==> src/common/clock_mode_consts.vh <==
// Constants for the clock mode selection and synthesizer register block
`ifndef CLOCK_MODE_CONSTS_VH
`define CLOCK_MODE_CONSTS_VH

// ************************************************************
// Register byte offsets from the peripheral base address
// ************************************************************
`define OFF_SYNTH_CONTROL 24'h120000
`define OFF_SYNTH_STATUS 24'h120004
`define OFF_RESET_CTRL 24'h120008

// ************************************************************
// Bus geometry
// ************************************************************
`define ADDR_W 24
`define DATA_W 32
`define BE_W 4

// ************************************************************
// Clock mode encodings on the mode select pins
// ************************************************************
`define MODE_BYPASS 2'h0
`define MODE_ONE_TO_ONE 2'h1
`define MODE_NORMAL_EXT 2'h2
`define MODE_NORMAL_OSC_DRIVE_OUT 2'h3

// ************************************************************
// Synthesizer control fields
// ************************************************************
`define CTL_MFD_HI 26
`define CTL_MFD_LO 24
`define CTL_RFD_HI 21
`define CTL_RFD_LO 19
`define CTL_CLOCK_OUTPUT_DISABLE_BIT 12
`define CTL_DEPTH_HI 11
`define CTL_DEPTH_LO 10
`define CTL_WR_MASK 32'h07381c00
`define CTL_RESET 32'h00000000

// ************************************************************
// Synthesizer status fields
// ************************************************************
`define STS_MODE 7
`define STS_SEL 6
`define STS_REF 5
`define STS_LOCK 3
`define STS_ACCERR 2

// ************************************************************
// Reset control fields
// ************************************************************
`define RCR_FRCRST 7
`define RCR_ACCERR_CLR 0

// ************************************************************
// Multiplier arithmetic and timing
// ************************************************************
`define MULT_W 5
`define MULT_BYPASS 5'h01
`define MULT_ONE_TO_ONE 5'h02
`define MULT_NORMAL_BASE 5'h04
`define RFD_NONE 3'h0
`define DEPTH_NONE 2'h0
`define CLK_PERIOD_NS 50
`define LOCK_TIME_NS 10000
`define LOCK_CNT_W 8

`endif

==> src/verilog/pin_sync3.v <==
// Three-stage synchroniser with agreement filter for pin inputs
`timescale 1ns/100ps
`default_nettype none

module pin_sync3 #(
   parameter WIDTH = 2
) (
   input wire clk,
   input wire reset_n,
   input wire [WIDTH-1:0] pin,
   output reg [WIDTH-1:0] value_q
);

   reg [WIDTH-1:0] s1_q;
   reg [WIDTH-1:0] s2_q;
   reg [WIDTH-1:0] s3_q;
   genvar i;

   // Chain runs in reset too so straps can be sampled
   always @(posedge clk) begin
      s1_q <= pin;
      s2_q <= s1_q;
      s3_q <= s2_q;
   end

   // ************************************************************
   // Per bit agreement of second and third stage
   // ************************************************************
   generate
      for (i = 0; i < WIDTH; i = i + 1) begin : g_bit
         always @(posedge clk) begin
            if (s2_q[i] == s3_q[i]) begin
               value_q[i] <= s3_q[i];
            end
         end
      end
   endgenerate

endmodule

`default_nettype wire

==> src/verilog/bus_clock_div.v <==
// Divide-by-two bus clock generator with output gate
`timescale 1ns/100ps
`default_nettype none

module bus_clock_div (
   input wire clk,
   input wire reset_n,
   input wire enable,
   output reg clk_out_q
);

   reg phase_q;

   // Free running phase, gated copy to the pin
   always @(posedge clk) begin
      if (!reset_n) begin
         phase_q <= 1'b0;
         clk_out_q <= 1'b0;
      end else begin
         phase_q <= ~phase_q;
         clk_out_q <= enable ? ~phase_q : 1'b0;
      end
   end

endmodule

`default_nettype wire

==> src/verilog/clock_mode_synth.v <==
// Clock mode selection, synthesizer registers and clock pins
//
// How it works
// - Drive oscillator pin toward external crystal
// - Bus clock shown on bus clock pin
// - Mode chosen in reset, shown in status
// - Mode frozen after reset, pins ignored
// - Decode 00 bypass,01 1:1,10 ext,11 crystal
// - 1:1 mode core clock twice reference
// - Reset output follows internal system reset
// - Force bit also asserts reset output
// - Control register at 0x12_0000
// - Status register at 0x12_0004
// - Both registers supervisor access only
// - Multiplier field bits 26..24 sets feedback
// - 1:1 mode skips post divider, no modulation
// - Normal modes multiply 4x to 18x
// - Bus clock on after reset, disable bit
//
// Decided for this implementation: register access over Avalon-MM.
`timescale 1ns/100ps
`default_nettype none
`include "clock_mode_consts.vh"

module clock_mode_synth #(
   parameter LOCK_CYCLES = (`LOCK_TIME_NS + `CLK_PERIOD_NS - 1) / `CLK_PERIOD_NS
) (
   input wire clk,
   input wire reset_n,
   input wire ref_clock_in,
   input wire [1:0] mode_select_pins,
   output reg osc_drive_out,
   output wire bus_clock_out,
   output reg reset_output_pin,
   input wire [`ADDR_W-1:0] avs_address,
   input wire avs_read,
   input wire avs_write,
   input wire [`DATA_W-1:0] avs_writedata,
   input wire [`BE_W-1:0] avs_byteenable,
   input wire avs_supervisor,
   output reg [`DATA_W-1:0] avs_readdata,
   output reg avs_waitrequest,
   output reg [1:0] clock_mode_q,
   output reg [`MULT_W-1:0] core_mult_q,
   output reg [2:0] post_div_q,
   output reg [1:0] mod_depth_q,
   output reg pll_locked_q
);

   // ************************************************************
   // Declarations
   // ************************************************************
   wire [1:0] mode_pins_s;
   wire [0:0] ref_s;
   reg [1:0] mode_q;
   reg [`DATA_W-1:0] ctl_q;
   reg [`DATA_W-1:0] ctl_d;
   reg frc_rst_q;
   reg acc_err_q;
   reg [`LOCK_CNT_W-1:0] lock_cnt_q;
   reg [2:0] mfd_prev_q;
   reg clock_output_disable_bit_q;
   reg ack_q;
   wire req;
   wire take;
   wire hit_ctl;
   wire hit_sts;
   wire hit_rcr;
   wire priv_ok;
   wire wr_ctl;
   wire wr_rcr;
   wire [`DATA_W-1:0] be_mask;
   wire [`DATA_W-1:0] sts_word;
   wire [`DATA_W-1:0] rcr_word;
   wire [2:0] mult_factor_field;
   wire normal_mode;
   wire [`LOCK_CNT_W-1:0] lock_max;
   reg [`DATA_W-1:0] rd_d;
   reg [`MULT_W-1:0] mult_d;
   genvar b;

   // ************************************************************
   // Pin synchronisers
   // ************************************************************
   // Mode straps pass three stages with agreement filter
   pin_sync3 #(
      .WIDTH(2)
   ) u_mode_sync (
      .clk(clk),
      .reset_n(reset_n),
      .pin(mode_select_pins),
      .value_q(mode_pins_s)
   );

   // Reference pin sampled for the oscillator drive
   pin_sync3 #(
      .WIDTH(1)
   ) u_ref_sync (
      .clk(clk),
      .reset_n(reset_n),
      .pin(ref_clock_in),
      .value_q(ref_s)
   );

   // ************************************************************
   // Clock mode capture
   // ************************************************************
   // Tracks the straps while reset is held, then freezes
   always @(posedge clk) begin
      if (!reset_n) begin
         mode_q <= mode_pins_s;
      end else begin
         mode_q <= mode_q;
      end
   end

   // Normal mode decode used only by the post divider and depth outputs
   assign normal_mode = mode_q[1];
   assign mult_factor_field = ctl_q[`CTL_MFD_HI:`CTL_MFD_LO];

   // Effective multiplier of the reference frequency
   always @* begin
      case (mode_q)
         `MODE_BYPASS: begin
            mult_d = `MULT_BYPASS;
         end
         `MODE_ONE_TO_ONE: begin
            mult_d = `MULT_ONE_TO_ONE;
         end
         `MODE_NORMAL_EXT, `MODE_NORMAL_OSC_DRIVE_OUT: begin
            mult_d = `MULT_NORMAL_BASE + {1'b0, mult_factor_field, 1'b0};
         end
         default: begin
            mult_d = `MULT_BYPASS;
         end
      endcase
   end

   // Synthesizer outputs, post divider and modulation only in normal
   always @(posedge clk) begin
      if (!reset_n) begin
         clock_mode_q <= `MODE_BYPASS;
         core_mult_q <= `MULT_BYPASS;
         post_div_q <= `RFD_NONE;
         mod_depth_q <= `DEPTH_NONE;
      end else begin
         clock_mode_q <= mode_q;
         core_mult_q <= mult_d;
         if (normal_mode) begin
            post_div_q <= ctl_q[`CTL_RFD_HI:`CTL_RFD_LO];
            mod_depth_q <= ctl_q[`CTL_DEPTH_HI:`CTL_DEPTH_LO];
         end else begin
            post_div_q <= `RFD_NONE;
            mod_depth_q <= `DEPTH_NONE;
         end
      end
   end

   // ************************************************************
   // Lock indication
   // ************************************************************
   assign lock_max = LOCK_CYCLES[`LOCK_CNT_W-1:0];

   // Relock period after reset or a multiplier change
   always @(posedge clk) begin
      if (!reset_n) begin
         lock_cnt_q <= {`LOCK_CNT_W{1'b0}};
         pll_locked_q <= 1'b0;
         mfd_prev_q <= 3'h0;
      end else begin
         mfd_prev_q <= mult_factor_field;
         if (mult_factor_field != mfd_prev_q) begin
            lock_cnt_q <= {`LOCK_CNT_W{1'b0}};
            pll_locked_q <= 1'b0;
         end else if (lock_cnt_q == lock_max) begin
            pll_locked_q <= 1'b1;
         end else begin
            lock_cnt_q <= lock_cnt_q + 1'b1;
         end
      end
   end

   // ************************************************************
   // Clock and reset pins
   // ************************************************************
   // Bus clock runs at half the core rate, gated by disable bit
   bus_clock_div u_bus_clk (
      .clk(clk),
      .reset_n(reset_n),
      .enable(~clock_output_disable_bit_q),
      .clk_out_q(bus_clock_out)
   );

   // Oscillator drive inverts the reference only with a crystal
   always @(posedge clk) begin
      if (!reset_n) begin
         osc_drive_out <= 1'b0;
      end else if (mode_q == `MODE_NORMAL_OSC_DRIVE_OUT) begin
         osc_drive_out <= ~ref_s[0];
      end else begin
         osc_drive_out <= 1'b0;
      end
   end

   // Reset output from system reset or software force
   always @(posedge clk) begin
      if (!reset_n) begin
         reset_output_pin <= 1'b1;
      end else begin
         reset_output_pin <= frc_rst_q;
      end
   end

   // ************************************************************
   // Bus decode
   // ************************************************************
   assign req = avs_read | avs_write;
   assign take = req & ack_q;
   assign hit_ctl = (avs_address == `OFF_SYNTH_CONTROL);
   assign hit_sts = (avs_address == `OFF_SYNTH_STATUS);
   assign hit_rcr = (avs_address == `OFF_RESET_CTRL);
   assign priv_ok = avs_supervisor;
   assign wr_ctl = take & avs_write & hit_ctl & priv_ok;
   assign wr_rcr = take & avs_write & hit_rcr & priv_ok;

   // Byte enables widened to a bit mask
   generate
      for (b = 0; b < `BE_W; b = b + 1) begin : g_be
         assign be_mask[b*8+7:b*8] = {8{avs_byteenable[b]}};
      end
   endgenerate

   // One wait state on every access, released for one cycle
   always @(posedge clk) begin
      if (!reset_n) begin
         ack_q <= 1'b0;
         avs_waitrequest <= 1'b1;
      end else if (req & ~ack_q) begin
         ack_q <= 1'b1;
         avs_waitrequest <= 1'b0;
      end else begin
         ack_q <= 1'b0;
         avs_waitrequest <= 1'b1;
      end
   end

   // ************************************************************
   // Register writes
   // ************************************************************
   // Only writable fields change, reserved bits stay zero
   always @* begin
      ctl_d = (ctl_q & ~(be_mask & `CTL_WR_MASK)) | (avs_writedata & be_mask & `CTL_WR_MASK);
   end

   // Control register and its disable bit copy
   always @(posedge clk) begin
      if (!reset_n) begin
         ctl_q <= `CTL_RESET;
         clock_output_disable_bit_q <= 1'b0;
      end else begin
         if (wr_ctl) begin
            ctl_q <= ctl_d;
         end
         clock_output_disable_bit_q <= ctl_q[`CTL_CLOCK_OUTPUT_DISABLE_BIT];
      end
   end

   // Reset control register force bit
   always @(posedge clk) begin
      if (!reset_n) begin
         frc_rst_q <= 1'b0;
      end else if (wr_rcr & avs_byteenable[0]) begin
         frc_rst_q <= avs_writedata[`RCR_FRCRST];
      end
   end

   // Sticky flag for user mode access, set wins over clear
   always @(posedge clk) begin
      if (!reset_n) begin
         acc_err_q <= 1'b0;
      end else if (take & ~priv_ok & (hit_ctl | hit_sts | hit_rcr)) begin
         acc_err_q <= 1'b1;
      end else if (wr_rcr & avs_byteenable[0] & avs_writedata[`RCR_ACCERR_CLR]) begin
         acc_err_q <= 1'b0;
      end
   end

   // ************************************************************
   // Register reads
   // ************************************************************
   // Status word with mode, select, reference, lock, error
   assign sts_word = ({{(`DATA_W-1){1'b0}}, (mode_q != `MODE_BYPASS)} << `STS_MODE)
                   | ({{(`DATA_W-1){1'b0}}, mode_q[1]} << `STS_SEL)
                   | ({{(`DATA_W-1){1'b0}}, (mode_q == `MODE_NORMAL_OSC_DRIVE_OUT)} << `STS_REF)
                   | ({{(`DATA_W-1){1'b0}}, pll_locked_q} << `STS_LOCK)
                   | ({{(`DATA_W-1){1'b0}}, acc_err_q} << `STS_ACCERR);

   // Reset control readback
   assign rcr_word = {{(`DATA_W-1){1'b0}}, frc_rst_q} << `RCR_FRCRST;

   // Read mux, user mode and unmapped addresses read zero
   always @* begin
      rd_d = {`DATA_W{1'b0}};
      if (priv_ok) begin
         if (hit_ctl) begin
            rd_d = ctl_q;
         end else if (hit_sts) begin
            rd_d = sts_word;
         end else if (hit_rcr) begin
            rd_d = rcr_word;
         end
      end
   end

   // Read data loaded with the release of waitrequest
   always @(posedge clk) begin
      if (!reset_n) begin
         avs_readdata <= {`DATA_W{1'b0}};
      end else if (avs_read & ~ack_q) begin
         avs_readdata <= rd_d;
      end
   end

endmodule

`default_nettype wire

==> config.mk <==
export PLATFORM = sky130hd
export DESIGN_NAME = clock_mode_synth
export DESIGN_NICKNAME = d
export VERILOG_FILES = /design/src/verilog/pin_sync3.v /design/src/verilog/bus_clock_div.v /design/src/verilog/clock_mode_synth.v
export VERILOG_INCLUDE_DIRS = /design/src /design/src/common
export SDC_FILE = /design/constraint.sdc
export NUM_CORES = 1
export LEC_CHECK = 0
export BUFFER_PORTS_ARGS = -buffer_cell sky130_fd_sc_hd__buf_2
export CORE_MARGIN = 1
export CORE_UTILIZATION = 46
export DETAILED_ROUTE_END_ITERATION = 10
export PLACE_DENSITY = 0.78
export SETUP_SLACK_MARGIN = 0.2
export SYNTH_ARGS = -nofsm -noshare
export SYNTH_HDL_FRONTEND = slang
export SYNTH_SLANG_ARGS = --single-unit
==> constraint.sdc <==
create_clock -name clk -period 2.19 [get_ports clk]
set_clock_uncertainty 0.15 [all_clocks]
set_input_delay 0.3285 -clock clk [delete_from_list [all_inputs] [get_ports clk]]
set_output_delay 0.3285 -clock clk [all_outputs]
set_load 0.02 [all_outputs]
==> metrics.txt <==
# TYPE chip_impl_metric gauge
chip_impl_metric{name="internal-power",unit="W"} 0.00207
chip_impl_info{name="r2r-start",value="lock_cnt_q[0]"} 1
chip_impl_metric{name="grt_first_pass_wirelength",unit="mm"} 8.32
chip_impl_metric{name="layout-drive-gt1-share",unit=""} 0.297
chip_impl_info{name="worst_hold_path_type",value="in2reg"} 1
chip_impl_metric{name="vias_per_cell",unit=""} 4.72
chip_impl_metric{name="yosysWarnings",unit=""} 0
chip_impl_metric{name="die_area",unit="sq um"} 5990
chip_impl_metric{name="cts_buffers",unit=""} 9
chip_impl_metric{name="synth_cells",unit=""} 266
chip_impl_metric{name="switching_power",unit="W"} 0.000623
chip_impl_metric{name="share_comb_of_total_power",unit=""} 0.066
chip_impl_metric{name="path_max_fanout",unit=""} 5
chip_impl_metric{name="ys_async_sr_fraction",unit=""} 0
chip_impl_metric{name="gp_congestion",unit=""} 0.854
chip_impl_metric{name="die_h",unit="um"} 77.4
chip_impl_info{name="regToRegEndpoint",value="lock_cnt_q[1]"} 1
chip_impl_metric{name="initial_standard_cell_utilization_of_the_core",unit=""} 0.475
chip_impl_metric{name="initial_antenna_violation_count",unit=""} 0
chip_impl_metric{name="synth-adder-area-share",unit=""} 0.0144
chip_impl_info{name="timing.critical_path.slowest_stage_cell",value="nor4_1"} 1
chip_impl_info{name="status",value="completed"} 1
chip_impl_metric{name="cts_max_level",unit=""} 3
chip_impl_metric{name="seq_area",unit="sq um"} 1450
chip_impl_metric{name="finish.net_count",unit=""} 426
chip_impl_metric{name="post_cts_buffers",unit=""} 0
chip_impl_metric{name="setup-violations-final",unit=""} 0
chip_impl_metric{name="max_buffers_root_to_sink",unit=""} 2
chip_impl_metric{name="cap_viol_max_count",unit=""} 0
chip_impl_info{name="timing.critical_path.from_type",value="input pin"} 1
chip_impl_metric{name="critPathArrivalTime",unit="ps"} 1860
chip_impl_metric{name="numPortBuffers",unit=""} 77
chip_impl_metric{name="multiInputGateArea",unit="sq um"} 1000
chip_impl_metric{name="drtIter0Drc",unit=""} 93
chip_impl_metric{name="area_growth",unit="%"} 25.6
chip_impl_metric{name="synth-seq-cells",unit=""} 70
chip_impl_info{name="synth_top_family_by_area",value="simple AND/OR/NAND/NOR gates"} 1
chip_impl_metric{name="die_width",unit="um"} 77.4
chip_impl_metric{name="cts_repair_resize_count",unit=""} 0
chip_impl_metric{name="i_o_pins",unit=""} 117
chip_impl_metric{name="post-place-ws",unit="ps"} 70.2
chip_impl_metric{name="final_core_util",unit=""} 0.596
chip_impl_info{name="cp_cell_sequence",value="buf_2, nor4b_1, nand4_1, nor4_1, mux2i_1"} 1
chip_impl_metric{name="power_density",unit="nW/um^2"} 820
chip_impl_metric{name="route.antenna.remaining_nets",unit=""} 0
chip_impl_metric{name="cts_hold_buffers",unit=""} 3
chip_impl_metric{name="grt_pass1_vias",unit=""} 1942
chip_impl_metric{name="grt_start_max_net_pins",unit=""} 15
chip_impl_metric{name="dp_hpwl",unit="mm"} 3.84
chip_impl_metric{name="switching_share",unit=""} 0.231
chip_impl_metric{name="worstPathBufferInverterCount",unit=""} 1
chip_impl_info{name="top_cell_family_by_delay_on_the_critical_path",value="simple AND/OR/NAND/NOR gates"} 1
chip_impl_info{name="synth_top_flop_cell",value="dfxtp_1"} 1
chip_impl_metric{name="vdd_ir_drop_max",unit="mV"} 0.490
chip_impl_metric{name="max_fclk",unit="MHz"} 576
chip_impl_info{name="timing.hold.worst.start",value="avs_writedata[25]"} 1
chip_impl_metric{name="area_fraction_in_compound_gates_after_synthesis",unit=""} 0.0608
chip_impl_metric{name="regToRegSetupSlack",unit="ps"} 500
chip_impl_metric{name="cts.sink_count",unit=""} 70
chip_impl_metric{name="drc_errors",unit=""} 0
chip_impl_metric{name="total_leakage_power",unit="nW"} 1.47
chip_impl_metric{name="synth_xor_xnor_area_share",unit=""} 0.0435
chip_impl_metric{name="report.final.hold_viol_count",unit=""} 0
chip_impl_metric{name="placementRows",unit=""} 27
chip_impl_metric{name="routed_wire_length_per_instance",unit="um"} 11.7
chip_impl_metric{name="antenna_diode_count",unit=""} 0
chip_impl_metric{name="clkPwrFrac",unit=""} 0.436
chip_impl_metric{name="fin_crit",unit="ps"} 1740
chip_impl_metric{name="layout.filler_cells",unit=""} 468
chip_impl_metric{name="netlist_area",unit="sq um"} 2620
chip_impl_metric{name="overall_global_routing_resource_usage",unit=""} 0.183
chip_impl_info{name="worstSetupPathType",value="in2reg"} 1
chip_impl_info{name="rsz0062_at_grt",value="no"} 1
chip_impl_metric{name="post_synth_and_or_nand_nor_area_fraction",unit=""} 0.208
chip_impl_metric{name="clk_transition_reported_paths",unit="ps"} 80
chip_impl_metric{name="design.core.area",unit="sq um"} 5510
chip_impl_metric{name="sequentialPowerShare",unit=""} 0.498
chip_impl_metric{name="period_share",unit=""} 0.793
chip_impl_metric{name="ys_seq_area_frac",unit=""} 0.555
chip_impl_metric{name="timing.final.ws_setup",unit="ps"} 453
chip_impl_metric{name="vias",unit=""} 2037
chip_impl_metric{name="whs_path_depth",unit=""} 3
chip_impl_metric{name="worstPathRequired",unit="ps"} 2310
chip_impl_metric{name="netlist_cell_types",unit=""} 39
chip_impl_info{name="cts-root-buf",value="clkbuf_8"} 1
chip_impl_metric{name="synth.mux.area_fraction",unit=""} 0.0306
chip_impl_metric{name="synth_edf_count",unit=""} 5
chip_impl_metric{name="critPathMaxStageDelay",unit="ps"} 500
chip_impl_metric{name="worst_skew_pair.late_latency",unit="ps"} 340
chip_impl_info{name="end_kind",value="register"} 1
chip_impl_info{name="cts_tree",value="done"} 1
chip_impl_metric{name="syn_avg_cell_area",unit="sq um"} 9.83
chip_impl_metric{name="grt_overflow_total",unit=""} 0
chip_impl_metric{name="reg2regPathDepth",unit=""} 6
chip_impl_metric{name="fin_tns_setup",unit="ps"} 0
chip_impl_metric{name="finalWirelength",unit="mm"} 5.05
chip_impl_metric{name="dr.pass1.iters",unit=""} 4
chip_impl_metric{name="slew_viol_final",unit=""} 0
cell usage in the layout (no fill, tap or decap), types with 3 or more instances in the layout:
cell type and instances:
nor4b_1 3, o21ai_0 16, nand4_1 3, xor2_1 5, nand3_1 12, conb_1 18
nor4_1 4, a21o_2 3, a21oi_1 5, buf_4 3, nand2_1 32, ha_1 3
buf_2 77, dfxtp_1 65, nor2_1 25, mux2i_1 8, dlygate4sd3_1 3, inv_1 20
and3_1 5, clkbuf_8 10, edfxtp_1 5, xnor2_1 8
cell type report:
class | instances | area share
multi-input combinational | 171 | 0.305
inverter | 20 | 0.0229
tap | 72 | 0.0274
clock buffer | 10 | 0.0419
sequential | 70 | 0.442
timing repair buffer | 83 | 0.133
clock inverter | 6 | 0.0278
cells in the mapped netlist, types with 2 or more instances:
| master | instances | area share |
|---|---|---|
| nand3_1 | 12 | 0.023 |
| buf_4 | 18 | 0.052 |
| inv_1 | 20 | 0.029 |
| ha_1 | 3 | 0.014 |
| and3_1 | 5 | 0.012 |
| nor3_2 | 2 | 0.0077 |
| nand4_1 | 3 | 0.0072 |
| nor3_1 | 2 | 0.0038 |
| a21o_2 | 3 | 0.010 |
| nor2_1 | 25 | 0.036 |
| o21ai_0 | 16 | 0.031 |
| xnor2_1 | 8 | 0.027 |
| nand2_1 | 32 | 0.046 |
| clkbuf_1 | 3 | 0.0043 |
| nor4b_1 | 3 | 0.010 |
| dfxtp_1 | 65 | 0.50 |
| a21oi_1 | 5 | 0.0096 |
| xor2_1 | 5 | 0.017 |
| nor4_1 | 4 | 0.0096 |
| mux2i_1 | 8 | 0.031 |
| and4_1 | 2 | 0.0067 |
| edfxtp_1 | 5 | 0.057 |
worst register-to-register path: stages (launching register included):
cell and delay [ps]:
dfxtp_1 350, inv_1 100, ha_1 150, nand4b_1 90
nor4b_2 440, mux2i_1 250, nor2_1 50
power by group through the flow:
| stage | clock [W] | sequential [W] | combinational, W |
|---|---|---|---|
| after global placement | 0 | 0.00137 | 0.000169 |
| final | 0.00118 | 0.00134 | 0.000177 |
| after CTS | 0.00120 | 0.00134 | 0.000178 |
| after detailed placement | 0 | 0.00137 | 0.000172 |
| after global routing | 0.00126 | 0.00134 | 0.000195 |
| after floorplan | 0 | 0.00138 | 0.000108 |
per-layer routing:
metal  vias up  GRT usage  wire (um)
met2        73      0.312       2490
met4         0      0.119        119
met5         -          0          0
met3        11     0.0471        305
met1       925      0.201       2140
li1       1028          -          -
kinds of logic after synthesis:
family | after synthesis
AO/OA/AOI/OAI | 27
XOR/XNOR | 13
adder cells (fa/ha/maj) | 3
buffers and inverters | 42
flip-flops | 70
multiplexers | 8
other | 1
AND/OR/NAND/NOR | 102
through the flow:
step | std cells | instance area, sq um | hold WS, ps | total power (W)
after floorplan | 283 | 2680 | 160 | 0.00149
after CTS | 432 | 3280 | 71.6 | 0.00272
final | 432 | 3280 | 80.7 | 0.00269
after global placement | 413 | 3030 | 161 | 0.00154
after global routing | 432 | 3280 | 81.7 | 0.00280
after detailed placement | 413 | 3030 | 163 | 0.00154
worst max-delay path by stage:
stage,start,endpoint,depth (start not counted)
2_1_floorplan,avs_address[0],register,4
3_3_place_gp,avs_address[15],acc_err_q,5
3_5_place_dp,avs_address[15],acc_err_q,5
4_1_cts,avs_address[15],acc_err_q,5
5_1_grt,avs_address[15],frc_rst_q,5
6_report,avs_address[15],frc_rst_q,5
No activity file was read; power rests on OpenSTA's default activity.
